[config.mk]
export PLATFORM = sky130hd
export DESIGN_NAME = lrad_decoder
export DESIGN_NICKNAME = d
export VERILOG_FILES = /design/src/rtl/lrad_pkg.sv /design/src/rtl/lrad_decoder.sv
export SDC_FILE = /design/constraint.sdc
export NUM_CORES = 1
export LEC_CHECK = 0
export BUFFER_PORTS_ARGS = -buffer_cell sky130_fd_sc_hd__buf_4
export CAP_MARGIN = 20
export CORE_ASPECT_RATIO = 1.1
export CORE_UTILIZATION = 50
export CTS_BUF_LIST = sky130_fd_sc_hd__clkbuf_8
export CTS_CLUSTER_DIAMETER = 30
export DETAILED_ROUTE_END_ITERATION = 10
export PLACE_DENSITY = 0.74
export REMOVE_ABC_BUFFERS = 1
export SLEW_MARGIN = 40
export SYNTH_ARGS = -nofsm -noshare
export SYNTH_HDL_FRONTEND = slang
export SYNTH_SLANG_ARGS = --single-unit
[constraint.sdc]
create_clock -name clk -period 5.28 [get_ports clk]
set_input_delay 0.528 -clock clk [delete_from_list [all_inputs] [get_ports clk]]
set_output_delay 0.528 -clock clk [all_outputs]
set_load 0.01 [all_outputs]
[src/rtl/lrad_pkg.sv]
// Purpose: constants and carrier types for the line/rectangle decoder
// Assumes: 32-bit command words, single core clock
// Notes: command codes and some field positions live here; the decoder slices other fields inline
package lrad_pkg;
    localparam logic [2:0] OP_LINE = 3'h2;
    localparam logic [2:0] OP_RECT = 3'h3;
    localparam logic [7:0] CMD_MODE = 8'hE1;
    localparam logic [7:0] CMD_TWIN = 8'hE2;
    localparam logic [7:0] CMD_AREA_TL = 8'hE3;
    localparam logic [7:0] CMD_AREA_BR = 8'hE4;
    localparam logic [7:0] CMD_OFFS = 8'hE5;
    localparam logic [31:0] TERM_MASK = 32'hF000F000;
    localparam logic [31:0] TERM_VAL = 32'h50005000;
    localparam int B_GOUR = 28;
    localparam int B_POLY = 27;
    localparam int B_TEX = 26;
    localparam int B_SEMI = 25;
    localparam int B_Y_LO = 16;
    localparam int B_DITH = 9;
    localparam int B_FLIPX = 12;
    localparam int B_FLIPY = 13;
    localparam logic [1:0] SZ_VAR = 2'h0;
    localparam logic [1:0] SZ_ONE = 2'h1;
    localparam logic [1:0] SZ_8 = 2'h2;
    localparam logic [1:0] SZ_16 = 2'h3;
    localparam logic [10:0] MAX_DX = 11'h3FF;
    localparam logic [10:0] MAX_DY = 11'h1FF;
    localparam logic [13:0] MODE_TP_MASK = 14'h09FF;
    localparam logic [1:0] DEPTH_RES = 2'h3;
    localparam logic [1:0] DEPTH_15 = 2'h2;
    localparam logic [7:0] UNITY = 8'h80;
    localparam logic [4:0] SAT5 = 5'h1F;

    typedef struct packed {
        logic signed [10:0] y;
        logic signed [10:0] x;
    } lrad_xy_t;

    typedef struct packed {
        logic [7:0] b;
        logic [7:0] g;
        logic [7:0] r;
    } lrad_rgb_t;

    // one segment or rectangle handed to the rasterizer
    typedef struct packed {
        logic is_rect;
        logic semi;
        logic tex;
        logic dither;
        logic incl_end;
        logic flip_x;
        logic flip_y;
        lrad_rgb_t c0;
        lrad_rgb_t c1;
        lrad_xy_t p0;
        lrad_xy_t p1;
        logic [7:0] u;
        logic [7:0] v;
        logic [5:0] pal_x;
        logic [8:0] pal_y;
        logic [9:0] w;
        logic [8:0] h;
    } lrad_prim_t;

    typedef struct packed {
        logic [9:0] x1;
        logic [8:0] y1;
        logic [9:0] x2;
        logic [8:0] y2;
    } lrad_area_t;
endpackage

[src/rtl/lrad_decoder.sv]
// Purpose: command word decoder for lines, rectangles and attributes
// Assumes: sender keeps word order; rasterizer takes prim on prim_valid
// Notes: one word per cycle; texture and clip helpers for the rasterizer
`timescale 1ns/1ps
`default_nettype none
module lrad_decoder (
    input wire logic clk,
    input wire logic rst_n,
    input wire logic cmd_valid,
    input wire logic [31:0] cmd_data,
    output logic cmd_ready,
    output lrad_pkg::lrad_prim_t prim,
    output logic prim_valid,
    output logic busy,
    output logic [13:0] draw_mode,
    output logic [19:0] tex_window,
    output lrad_pkg::lrad_area_t draw_area,
    output lrad_pkg::lrad_xy_t draw_offset,
    output logic [1:0] tex_depth,
    input wire logic [7:0] tc_in_u,
    input wire logic [7:0] tc_in_v,
    output logic [7:0] tc_out_u,
    output logic [7:0] tc_out_v,
    input wire lrad_pkg::lrad_xy_t pix_xy,
    output logic pix_keep,
    input wire logic [7:0] tex_comp,
    input wire logic [7:0] blend_comp,
    output logic [4:0] blend_out
);
    typedef enum logic [2:0] {
        ST_CMD = 3'b000,
        ST_LCOL = 3'b001,
        ST_LXY = 3'b010,
        ST_RXY = 3'b011,
        ST_RUV = 3'b100,
        ST_RSZ = 3'b101
    } lrad_st_t;

    lrad_st_t st_ff, nxt_st;
    logic [31:0] cmd_ff, nxt_cmd;
    logic [1:0] nvtx_ff, nxt_nvtx;
    lrad_pkg::lrad_rgb_t col_ff, nxt_col;
    lrad_pkg::lrad_prim_t prim_ff, nxt_prim;
    logic pv_ff, nxt_pv;
    logic [13:0] mode_ff, nxt_mode;
    logic [19:0] twin_ff, nxt_twin;
    lrad_pkg::lrad_area_t area_ff, nxt_area;
    lrad_pkg::lrad_xy_t offs_ff, nxt_offs;

    // sign-extended vertex pick, offset added before any clipping
    function automatic lrad_pkg::lrad_xy_t vtx(input logic [31:0] w,
        input lrad_pkg::lrad_xy_t o);
        lrad_pkg::lrad_xy_t r;
        r.x = w[10:0] + o.x;
        r.y = w[lrad_pkg::B_Y_LO +: 11] + o.y;
        return r;
    endfunction

    // span check; out-of-range segments are silently dropped
    function automatic logic fits(input lrad_pkg::lrad_xy_t a,
        input lrad_pkg::lrad_xy_t b);
        logic [10:0] dx;
        logic [10:0] dy;
        dx = (a.x > b.x) ? 11'(a.x - b.x) : 11'(b.x - a.x);
        dy = (a.y > b.y) ? 11'(a.y - b.y) : 11'(b.y - a.y);
        return (dx <= lrad_pkg::MAX_DX) && (dy <= lrad_pkg::MAX_DY);
    endfunction

    function automatic logic [7:0] twin(input logic [7:0] c,
        input logic [4:0] m, input logic [4:0] o);
        return (c & ~{m, 3'h0}) | ({(o & m), 3'h0});
    endfunction

    assign cmd_ready = 1'b1;
    assign prim = prim_ff;
    assign prim_valid = pv_ff;
    assign busy = (st_ff != ST_CMD);
    assign draw_mode = mode_ff;
    assign tex_window = twin_ff;
    assign draw_area = area_ff;
    assign draw_offset = offs_ff;
    // reserved depth folds onto direct colour
    assign tex_depth = (mode_ff[8:7] == lrad_pkg::DEPTH_RES) ?
        lrad_pkg::DEPTH_15 : mode_ff[8:7];
    // texture window helper; fields are 5 bits, 8-pixel steps
    assign tc_out_u = twin(tc_in_u, twin_ff[4:0], twin_ff[14:10]);
    assign tc_out_v = twin(tc_in_v, twin_ff[9:5], twin_ff[19:15]);
    // clip test against inclusive drawing area corners
    assign pix_keep = (pix_xy.x >= $signed({1'b0, area_ff.x1})) &&
        (pix_xy.x <= $signed({1'b0, area_ff.x2})) &&
        (pix_xy.y >= $signed({2'b0, area_ff.y1})) &&
        (pix_xy.y <= $signed({2'b0, area_ff.y2}));

    // blend: 80h is unity, result clamps at full scale
    logic [15:0] prod;
    always_comb begin
        prod = 16'(tex_comp) * 16'(blend_comp);
        blend_out = (prod[15:7] > 9'(lrad_pkg::SAT5)) ? lrad_pkg::SAT5 :
            prod[11:7];
    end

    // word sequencer and attribute writes
    always_comb begin
        lrad_pkg::lrad_xy_t p;
        logic [7:0] op;
        p = vtx(cmd_data, offs_ff);
        op = cmd_data[31:24];
        nxt_st = st_ff;
        nxt_cmd = cmd_ff;
        nxt_nvtx = nvtx_ff;
        nxt_col = col_ff;
        nxt_prim = prim_ff;
        nxt_pv = 1'b0;
        nxt_mode = mode_ff;
        nxt_twin = twin_ff;
        nxt_area = area_ff;
        nxt_offs = offs_ff;
        if (cmd_valid) begin
            case (st_ff)
                ST_CMD: begin
                    nxt_cmd = cmd_data;
                    nxt_nvtx = 2'h0;
                    nxt_col = cmd_data[23:0];
                    if (cmd_data[31:29] == lrad_pkg::OP_LINE) begin
                        nxt_st = ST_LXY;
                    end else if (cmd_data[31:29] == lrad_pkg::OP_RECT) begin
                        nxt_st = ST_RXY;
                    end else if (op == lrad_pkg::CMD_MODE) begin
                        nxt_mode = cmd_data[13:0];
                    end else if (op == lrad_pkg::CMD_TWIN) begin
                        nxt_twin = cmd_data[19:0];
                    end else if (op == lrad_pkg::CMD_AREA_TL) begin
                        nxt_area.x1 = cmd_data[9:0];
                        nxt_area.y1 = cmd_data[18:10];
                    end else if (op == lrad_pkg::CMD_AREA_BR) begin
                        nxt_area.x2 = cmd_data[9:0];
                        nxt_area.y2 = cmd_data[18:10];
                    end else if (op == lrad_pkg::CMD_OFFS) begin
                        nxt_offs.x = cmd_data[10:0];
                        nxt_offs.y = cmd_data[21:11];
                    end
                end
                ST_LCOL: begin
                    if (cmd_ff[lrad_pkg::B_POLY] &&
                        ((cmd_data & lrad_pkg::TERM_MASK) ==
                        lrad_pkg::TERM_VAL) && nvtx_ff == 2'h2) begin
                        nxt_st = ST_CMD;
                    end else begin
                        nxt_col = cmd_data[23:0];
                        nxt_st = ST_LXY;
                    end
                end
                ST_LXY: begin
                    if (cmd_ff[lrad_pkg::B_POLY] && nvtx_ff == 2'h2 &&
                        !cmd_ff[lrad_pkg::B_GOUR] &&
                        ((cmd_data & lrad_pkg::TERM_MASK) ==
                        lrad_pkg::TERM_VAL)) begin
                        nxt_st = ST_CMD;
                    end else begin
                        nxt_prim.p0 = prim_ff.p1;
                        nxt_prim.c0 = prim_ff.c1;
                        nxt_prim.p1 = p;
                        nxt_prim.c1 = cmd_ff[lrad_pkg::B_GOUR] ? col_ff :
                            cmd_ff[23:0];
                        nxt_prim.is_rect = 1'b0;
                        nxt_prim.semi = cmd_ff[lrad_pkg::B_SEMI];
                        nxt_prim.tex = 1'b0;
                        nxt_prim.dither = mode_ff[lrad_pkg::B_DITH];
                        nxt_prim.incl_end = 1'b1;
                        nxt_prim.flip_x = 1'b0;
                        nxt_prim.flip_y = 1'b0;
                        if (nvtx_ff != 2'h0) begin
                            nxt_pv = fits(prim_ff.p1, p);
                        end
                        if (nvtx_ff != 2'h2) begin
                            nxt_nvtx = nvtx_ff + 2'h1;
                        end
                        if (!cmd_ff[lrad_pkg::B_POLY] && nvtx_ff == 2'h1) begin
                            nxt_st = ST_CMD;
                        end else begin
                            nxt_st = cmd_ff[lrad_pkg::B_GOUR] ? ST_LCOL :
                                ST_LXY;
                        end
                    end
                end
                ST_RXY: begin
                    nxt_prim.p0 = p;
                    nxt_prim.p1 = p;
                    nxt_prim.c0 = cmd_ff[23:0];
                    nxt_prim.c1 = cmd_ff[23:0];
                    nxt_prim.is_rect = 1'b1;
                    nxt_prim.semi = cmd_ff[lrad_pkg::B_SEMI];
                    nxt_prim.tex = cmd_ff[lrad_pkg::B_TEX];
                    nxt_prim.dither = 1'b0;
                    nxt_prim.incl_end = 1'b0;
                    nxt_prim.flip_x = mode_ff[lrad_pkg::B_FLIPX];
                    nxt_prim.flip_y = mode_ff[lrad_pkg::B_FLIPY];
                    case (cmd_ff[28:27])
                        lrad_pkg::SZ_ONE: begin
                            nxt_prim.w = 10'h001;
                            nxt_prim.h = 9'h001;
                        end
                        lrad_pkg::SZ_8: begin
                            nxt_prim.w = 10'h008;
                            nxt_prim.h = 9'h008;
                        end
                        lrad_pkg::SZ_16: begin
                            nxt_prim.w = 10'h010;
                            nxt_prim.h = 9'h010;
                        end
                        default: begin
                            nxt_prim.w = prim_ff.w;
                            nxt_prim.h = prim_ff.h;
                        end
                    endcase
                    if (cmd_ff[lrad_pkg::B_TEX]) begin
                        nxt_st = ST_RUV;
                    end else if (cmd_ff[28:27] == lrad_pkg::SZ_VAR) begin
                        nxt_st = ST_RSZ;
                    end else begin
                        nxt_st = ST_CMD;
                        nxt_pv = 1'b1;
                    end
                end
                ST_RUV: begin
                    nxt_prim.u = cmd_data[7:0];
                    nxt_prim.v = cmd_data[15:8];
                    nxt_prim.pal_x = cmd_data[21:16];
                    nxt_prim.pal_y = cmd_data[30:22];
                    if (cmd_ff[28:27] == lrad_pkg::SZ_VAR) begin
                        nxt_st = ST_RSZ;
                    end else begin
                        nxt_st = ST_CMD;
                        nxt_pv = 1'b1;
                    end
                end
                ST_RSZ: begin
                    // sizes beyond window repeat via texture window logic
                    nxt_prim.w = cmd_data[9:0];
                    nxt_prim.h = cmd_data[24:16];
                    nxt_st = ST_CMD;
                    nxt_pv = 1'b1;
                end
                default: nxt_st = ST_CMD;
            endcase
        end
    end

    // registers; attributes clear to zero at reset
    always_ff @(posedge clk) begin
        if (!rst_n) begin
            st_ff <= ST_CMD;
            cmd_ff <= 32'h0;
            nvtx_ff <= 2'h0;
            col_ff <= '0;
            prim_ff <= '0;
            pv_ff <= 1'b0;
            mode_ff <= 14'h0;
            twin_ff <= 20'h0;
            area_ff <= '0;
            offs_ff <= '0;
        end else begin
            st_ff <= nxt_st;
            cmd_ff <= nxt_cmd;
            nvtx_ff <= nxt_nvtx;
            col_ff <= nxt_col;
            prim_ff <= nxt_prim;
            pv_ff <= nxt_pv;
            mode_ff <= nxt_mode;
            twin_ff <= nxt_twin;
            area_ff <= nxt_area;
            offs_ff <= nxt_offs;
        end
    end
endmodule
`default_nettype wire

After elaboration in Yosys (flattened, before gate mapping)
Index checks and enable logic that the tools add are counted.
W data, S select, Z words.
{"block": "totals", "regBits": 302, "elab_cells": 155, "output_inout_bits": 270}
{"block": "classes", "n_mul": 1, "bitwise_logic": 14, "n_lt_le_gt_ge": 9, "muxes": 28, "eq_ne": 25, "reduce_logical": 33, "addsub": 7}
{"cell": "$pmux W99 S2", "n": 1}
{"cell": "$mux W99", "n": 1}
{"cell": "$pmux W19 S3", "n": 1}
{"cell": "$mux W24", "n": 2}
{"cell": "$pmux W24 S2", "n": 1}
{"cell": "$sub A11 B11 Y11", "n": 4}
{"cell": "$eq A8 B8 Y1 const B", "n": 5}
{"cell": "$pmux W19 S2", "n": 1}
{"cell": "$add A11 B11 Y11", "n": 2}
{"cell": "$gt A11 B11 Y1", "n": 2}
{"cell": "$mux W11", "n": 2}
{"cell": "$and A8 B8 Y8", "n": 2}
{"cell": "$mul A8 B8 Y16", "n": 1}
{"cell": "$not A8 Y8", "n": 2}
{"cell": "$or A8 B8 Y8", "n": 2}
{"cell": "$mux W3", "n": 5}
{"cell": "$pmux W3 S5", "n": 1}
{"cell": "$eq A3 B2 Y1 const B", "n": 4}
{"cell": "$mux W2", "n": 6}
{"cell": "$ge A11 B10 Y1", "n": 1}
{"cell": "$ge A11 B11 Y1", "n": 1}
{"cell": "$le A11 B10 Y1", "n": 1}
{"cell": "$le A11 B10 Y1 const B", "n": 1}
{"cell": "$le A11 B11 Y1", "n": 1}
{"cell": "other kinds (31)", "n": 67}

Logic depth before layout (Yosys ltp)
{"block": "depth", "depth_word": 8, "depth_mapped": 18, "ltp_nobuf": 18}

Least setup slack after synthesis
OpenSTA, ideal clock, no wires.
{"block": "synth_path", "path_kind": "input port to output port", "start": "input blend_comp[2]", "end": "output blend_out[1]", "path_slack_ns": 0.455, "n_path_buf": 0, "t_arrival_ns": 4.297, "path_stages": 17, "cell_sequence": "and2_1 -> ha_1 -> fa_1 -> ha_1 -> inv_1 -> fa_1 -> inv_1 -> ha_1 -> and4b_1 -> a311o_1 -> a21oi_1 -> o21bai_1 -> a41oi_2 -> a21oi_1 -> mux2i_1 -> a32o_1 -> o211ai_1"}
{"block": "synth_via", "elab_chain_len": 3}
{"item": "from (decl)", "line": "lrad_decoder.sv:27", "text": "input wire logic [7:0] blend_comp,"}
{"item": "$mul A8 B8 Y16 *", "line": "lrad_decoder.sv:97", "text": "prod = 16'(tex_comp) * 16'(blend_comp);"}
{"item": "$gt A9 B5 Y1", "line": "lrad_decoder.sv:98", "text": "blend_out = (prod[15:7] > 9'(lrad_pkg::SAT5)) ? lrad_pkg::SAT5 :"}
{"item": "$mux W5 *", "line": "lrad_decoder.sv:98"}
{"item": "to (decl)", "line": "lrad_decoder.sv:28", "text": "output logic [4:0] blend_out"}
Mark *: on every way between the ends. The rest lies on a longest branch, timed or not.

Worst setup path in the final report
{"block": "layout_path", "start": "input blend_comp[2]", "end": "output blend_out[2]"}
Same word-level chain as after synthesis.

==> flow_summary.toml <==
[synthesis]
synthAdderAreaFrac_pct = 14.0
ys.warnings.count = 0
synth_enable_flop_cells = 0
synth_top_family_by_area = "simple AND/OR/NAND/NOR gates"
netlist-cell-type-count = 80
synth_area_um2 = 17600
ys_ff_latch = 301
synth.avg_cell_area_um2 = 8.14
synth-simple-area-share_pct = 21.7
synth_compound_area_share_pct = 21.1
synthMuxAreaShare_pct = 0.755
syn_inst = 2158
ys.flop_type = "dfxtp_1"
synth_xor_area_share_pct = 1.38
ys_seq_area_share_pct = 34.3
ys_async_sr_fraction_pct = 0

[drt]
drt_wl_total_um = 56600
route.vias.total = 16400
viasPerCell = 5.56
drt_iter0_drc = 1154
drc_errors = 0
ant_nets = 0
post_drt_wl_per_cell_um = 19.2
drtPass1Iterations = 5

[floorplan]
die_area_um2 = 35900
floorplan.die.width_um = 181
start_util_pct = 51.1
ioPinCount = 359
dieHeight_um = 199
core_area_um2 = 34400
rows = 71

[clock_network]
cts_hold_buf = 0
clkTransAtPathRegs_ns = 0.06
htree_levels = 3
clock-sinks = 301
clockBufferDepth = 3
cts_root_buffer = "clkbuf_8"
cts_tree = "done"
cts_buffers = 66
clk_latency_ns = 0.59

[worst_setup_path]
crit_family = "adder cells"
endpoint_kind = "output port"
ff2ff_path_depth = 17
arrival_ns = 4.67
crit_slowest_cell = "fa_1"
path_common_cell = "fa_1"
slowest_delay_ns = 0.52
crit_required_ns = 4.75
crit_cells = 18
path_buf_inv = 5
startpoint_type = "input port"
crit_fanout = 7
cp_cell_sequence = "buf_6 > buf_4 > and2_4 > fa_1 > fa_1 > inv_1 > fa_1 > fa_1 > inv_1 > ha_4 > a21oi_1 > nor2b_1 > a41oi_4 > o21a_1 > a311oi_1 > a32o_2 > o211ai_1 > buf_4"
crit_type = "input port to output port"

[layout]
final_common_cell = "nand2_1"
final.fill_count = 2989
fin_nets = 2719
post-route-cell-area_um2 = 22000
most-common-layout-cells = "581 x nand2_1, 371 x buf_4, 300 x dfxtp_1"
fin_cells = 2945
final_core_util_pct = 63.9
drive_above_1_share_pct = 21.7
syn_to_final_growth_pct = 25.2
antenna-diode-count = 0

[sta]
final-setup-viol-count = 0
rsz0062_at_grt = "yes"
max_freq_mhz = 192
slew_headroom_pct = 44.3
finalHoldViolCount = 0
slew_violations = 0
fin_worst_skew_ns = 0.0290
min_period_ns = 5.20
hold_ws_ns = 0.235
final.setup.tns_ns = 0
worst_pin_slew_ns = 0.835
fin_crit_sh_pct = 98.4

[power]
vdd_drop_max_uv = 243
power_density_nw_per_um2 = 292
p_leak_nw = 9.93

[placed_design]
port_buffers = 345
placement.cell_area_um2 = 20400
dp.cells = 2824
hpwlAfterDp_um = 39600
routabilityCongestion = 0.933

[grt]
use_met1_pct = 36.4
gr-usage-met2_pct = 52.6
grt_pass1_vias = 15900
grt_max_degree = 176
use_met3_pct = 7.51
overflow = 0
antenna_found_initial = 0
grt_pass1_wl_um = 86400
grt.busiest_layer = "met2"
track_usage_pct = 30.7

[min_path]
hp-class = "input port to flop"
holdPathStages = 3

[run]
max_cap_viol_count = 0

[outcome]
status = "complete, no violations"
[worst reg2reg max path: stages, from the launching register on]
cell      delay, ns
dfxtp_1        0.36
ha_1           0.25
fa_1           0.44
a211oi_2       0.24
o21ai_1        0.16
nand3_1        0.14
nor2b_1        0.24
xnor2_1        0.18
ha_1           0.40
nand4_1        0.14
or4_1          0.42
nand4_1        0.14
o21ai_1        0.11
o2111a_1       0.17
and3_1         0.17
o31ai_1        0.26
o211ai_1       0.12
and4b_1        0.23
[registers in the layout (all words and copies together) (netlist names)]
name	flops
col_ff	24
tex_window	20
st_ff	3
draw_offset	22
draw_area	38
cmd_ff	28
nvtx_ff	2
prim	149
draw_mode	14
prim_valid	1
[power breakdown]
group / switching, mW / internal (mW) / leakage [nW] / total (mW)
logic: 0.733 / 0.586 / 6.77 / 1.32
registers: 0.0515 / 2.34 / 2.44 / 2.39
clock network: 1.14 / 1.57 / 0.720 / 2.71
total: 1.92 / 4.50 / 9.93 / 6.42
[cells by family after synthesis]
kind of cell,Yosys count
xor+xnor,24
simple gates,871
mux,12
fa+ha+maj,172
compound gates,482
buf+inv,295
other cells,1
flops,301
[worst paths after layout]
check / to / slack [ns] / start
max: blend_out[2] / 0.08 / blend_comp[2]
min: prim[24] / 0.23 / cmd_data[27]
max reg2reg: prim_valid / 1.01 / draw_offset[11]
min reg2reg: col_ff[20] / 0.45 / col_ff[20]
[metrics by stage]
step | total power, mW | setup slack (ns)
floorplan | 3.14 | 0.455
global placement | 3.59 | -0.0675
detailed placement | 3.62 | -0.211
CTS | 6.37 | 0.0296
global route | 6.71 | -0.0506
finish | 6.42 | 0.0848
[what timing repair did]
item / in CTS / in global routing
setup buffers: 0 / 3
pin swaps: 3 / 24
gates resized for setup: 6 / 28
setup endpoints to repair: 5 / 5
gates cloned: 0 / 0
[layer usage]
layer	part of all wire [%]	up-vias
met2	48	560
met4	3.8	0
li1	-	7874
met5	0	-
met3	7.2	119
met1	41	7829
[synth_stat cells, types with 3 or more instances]
library cell	n	area [um2]
nand2_1	584	2190
dfxtp_1	301	6030
a21boi_0	220	1650
inv_1	148	556
ha_1	131	1640
clkbuf_1	119	447
nand3_1	108	541
o211a_1	65	651
and2_1	42	263
fa_1	41	821
a21oi_1	37	185
nor2_1	32	120
o21ai_0	30	150
nor3_1	24	120
a21o_1	23	173
o211ai_1	17	128
o21a_1	17	128
and3_1	16	100
nor2b_1	16	100
o221ai_1	13	114
xnor2_1	13	114
buf_2	12	60.1
buf_4	12	90.1
mux2_2	10	113
nand4_1	10	62.6
xor2_1	9	78.8
a21boi_1	6	45.0
a31oi_1	6	37.5
nand2b_1	6	37.5
o21bai_1	6	45.0
or3_1	5	31.3
o22ai_1	4	25.0
a221o_1	3	30.0
a32oi_1	3	26.3
and4_1	3	26.3
nor3b_1	3	22.5
o21ai_1	3	15.0
o31a_1	3	26.3
or4_1	3	22.5
[area by class of cell]
type                    count  area [um2]  share of cell area (%)
flip-flops and latches    301        6030                    27.4
well taps                 438         548                    2.49
clock buffers              75        1030                    4.70
multi-input cells        1562       10500                    47.9
inverters                 148         556                    2.53
repair buffers            379        2900                    13.2
clock inverters            42         383                    1.74
No activity file was read; power rests on OpenSTA's default activity.
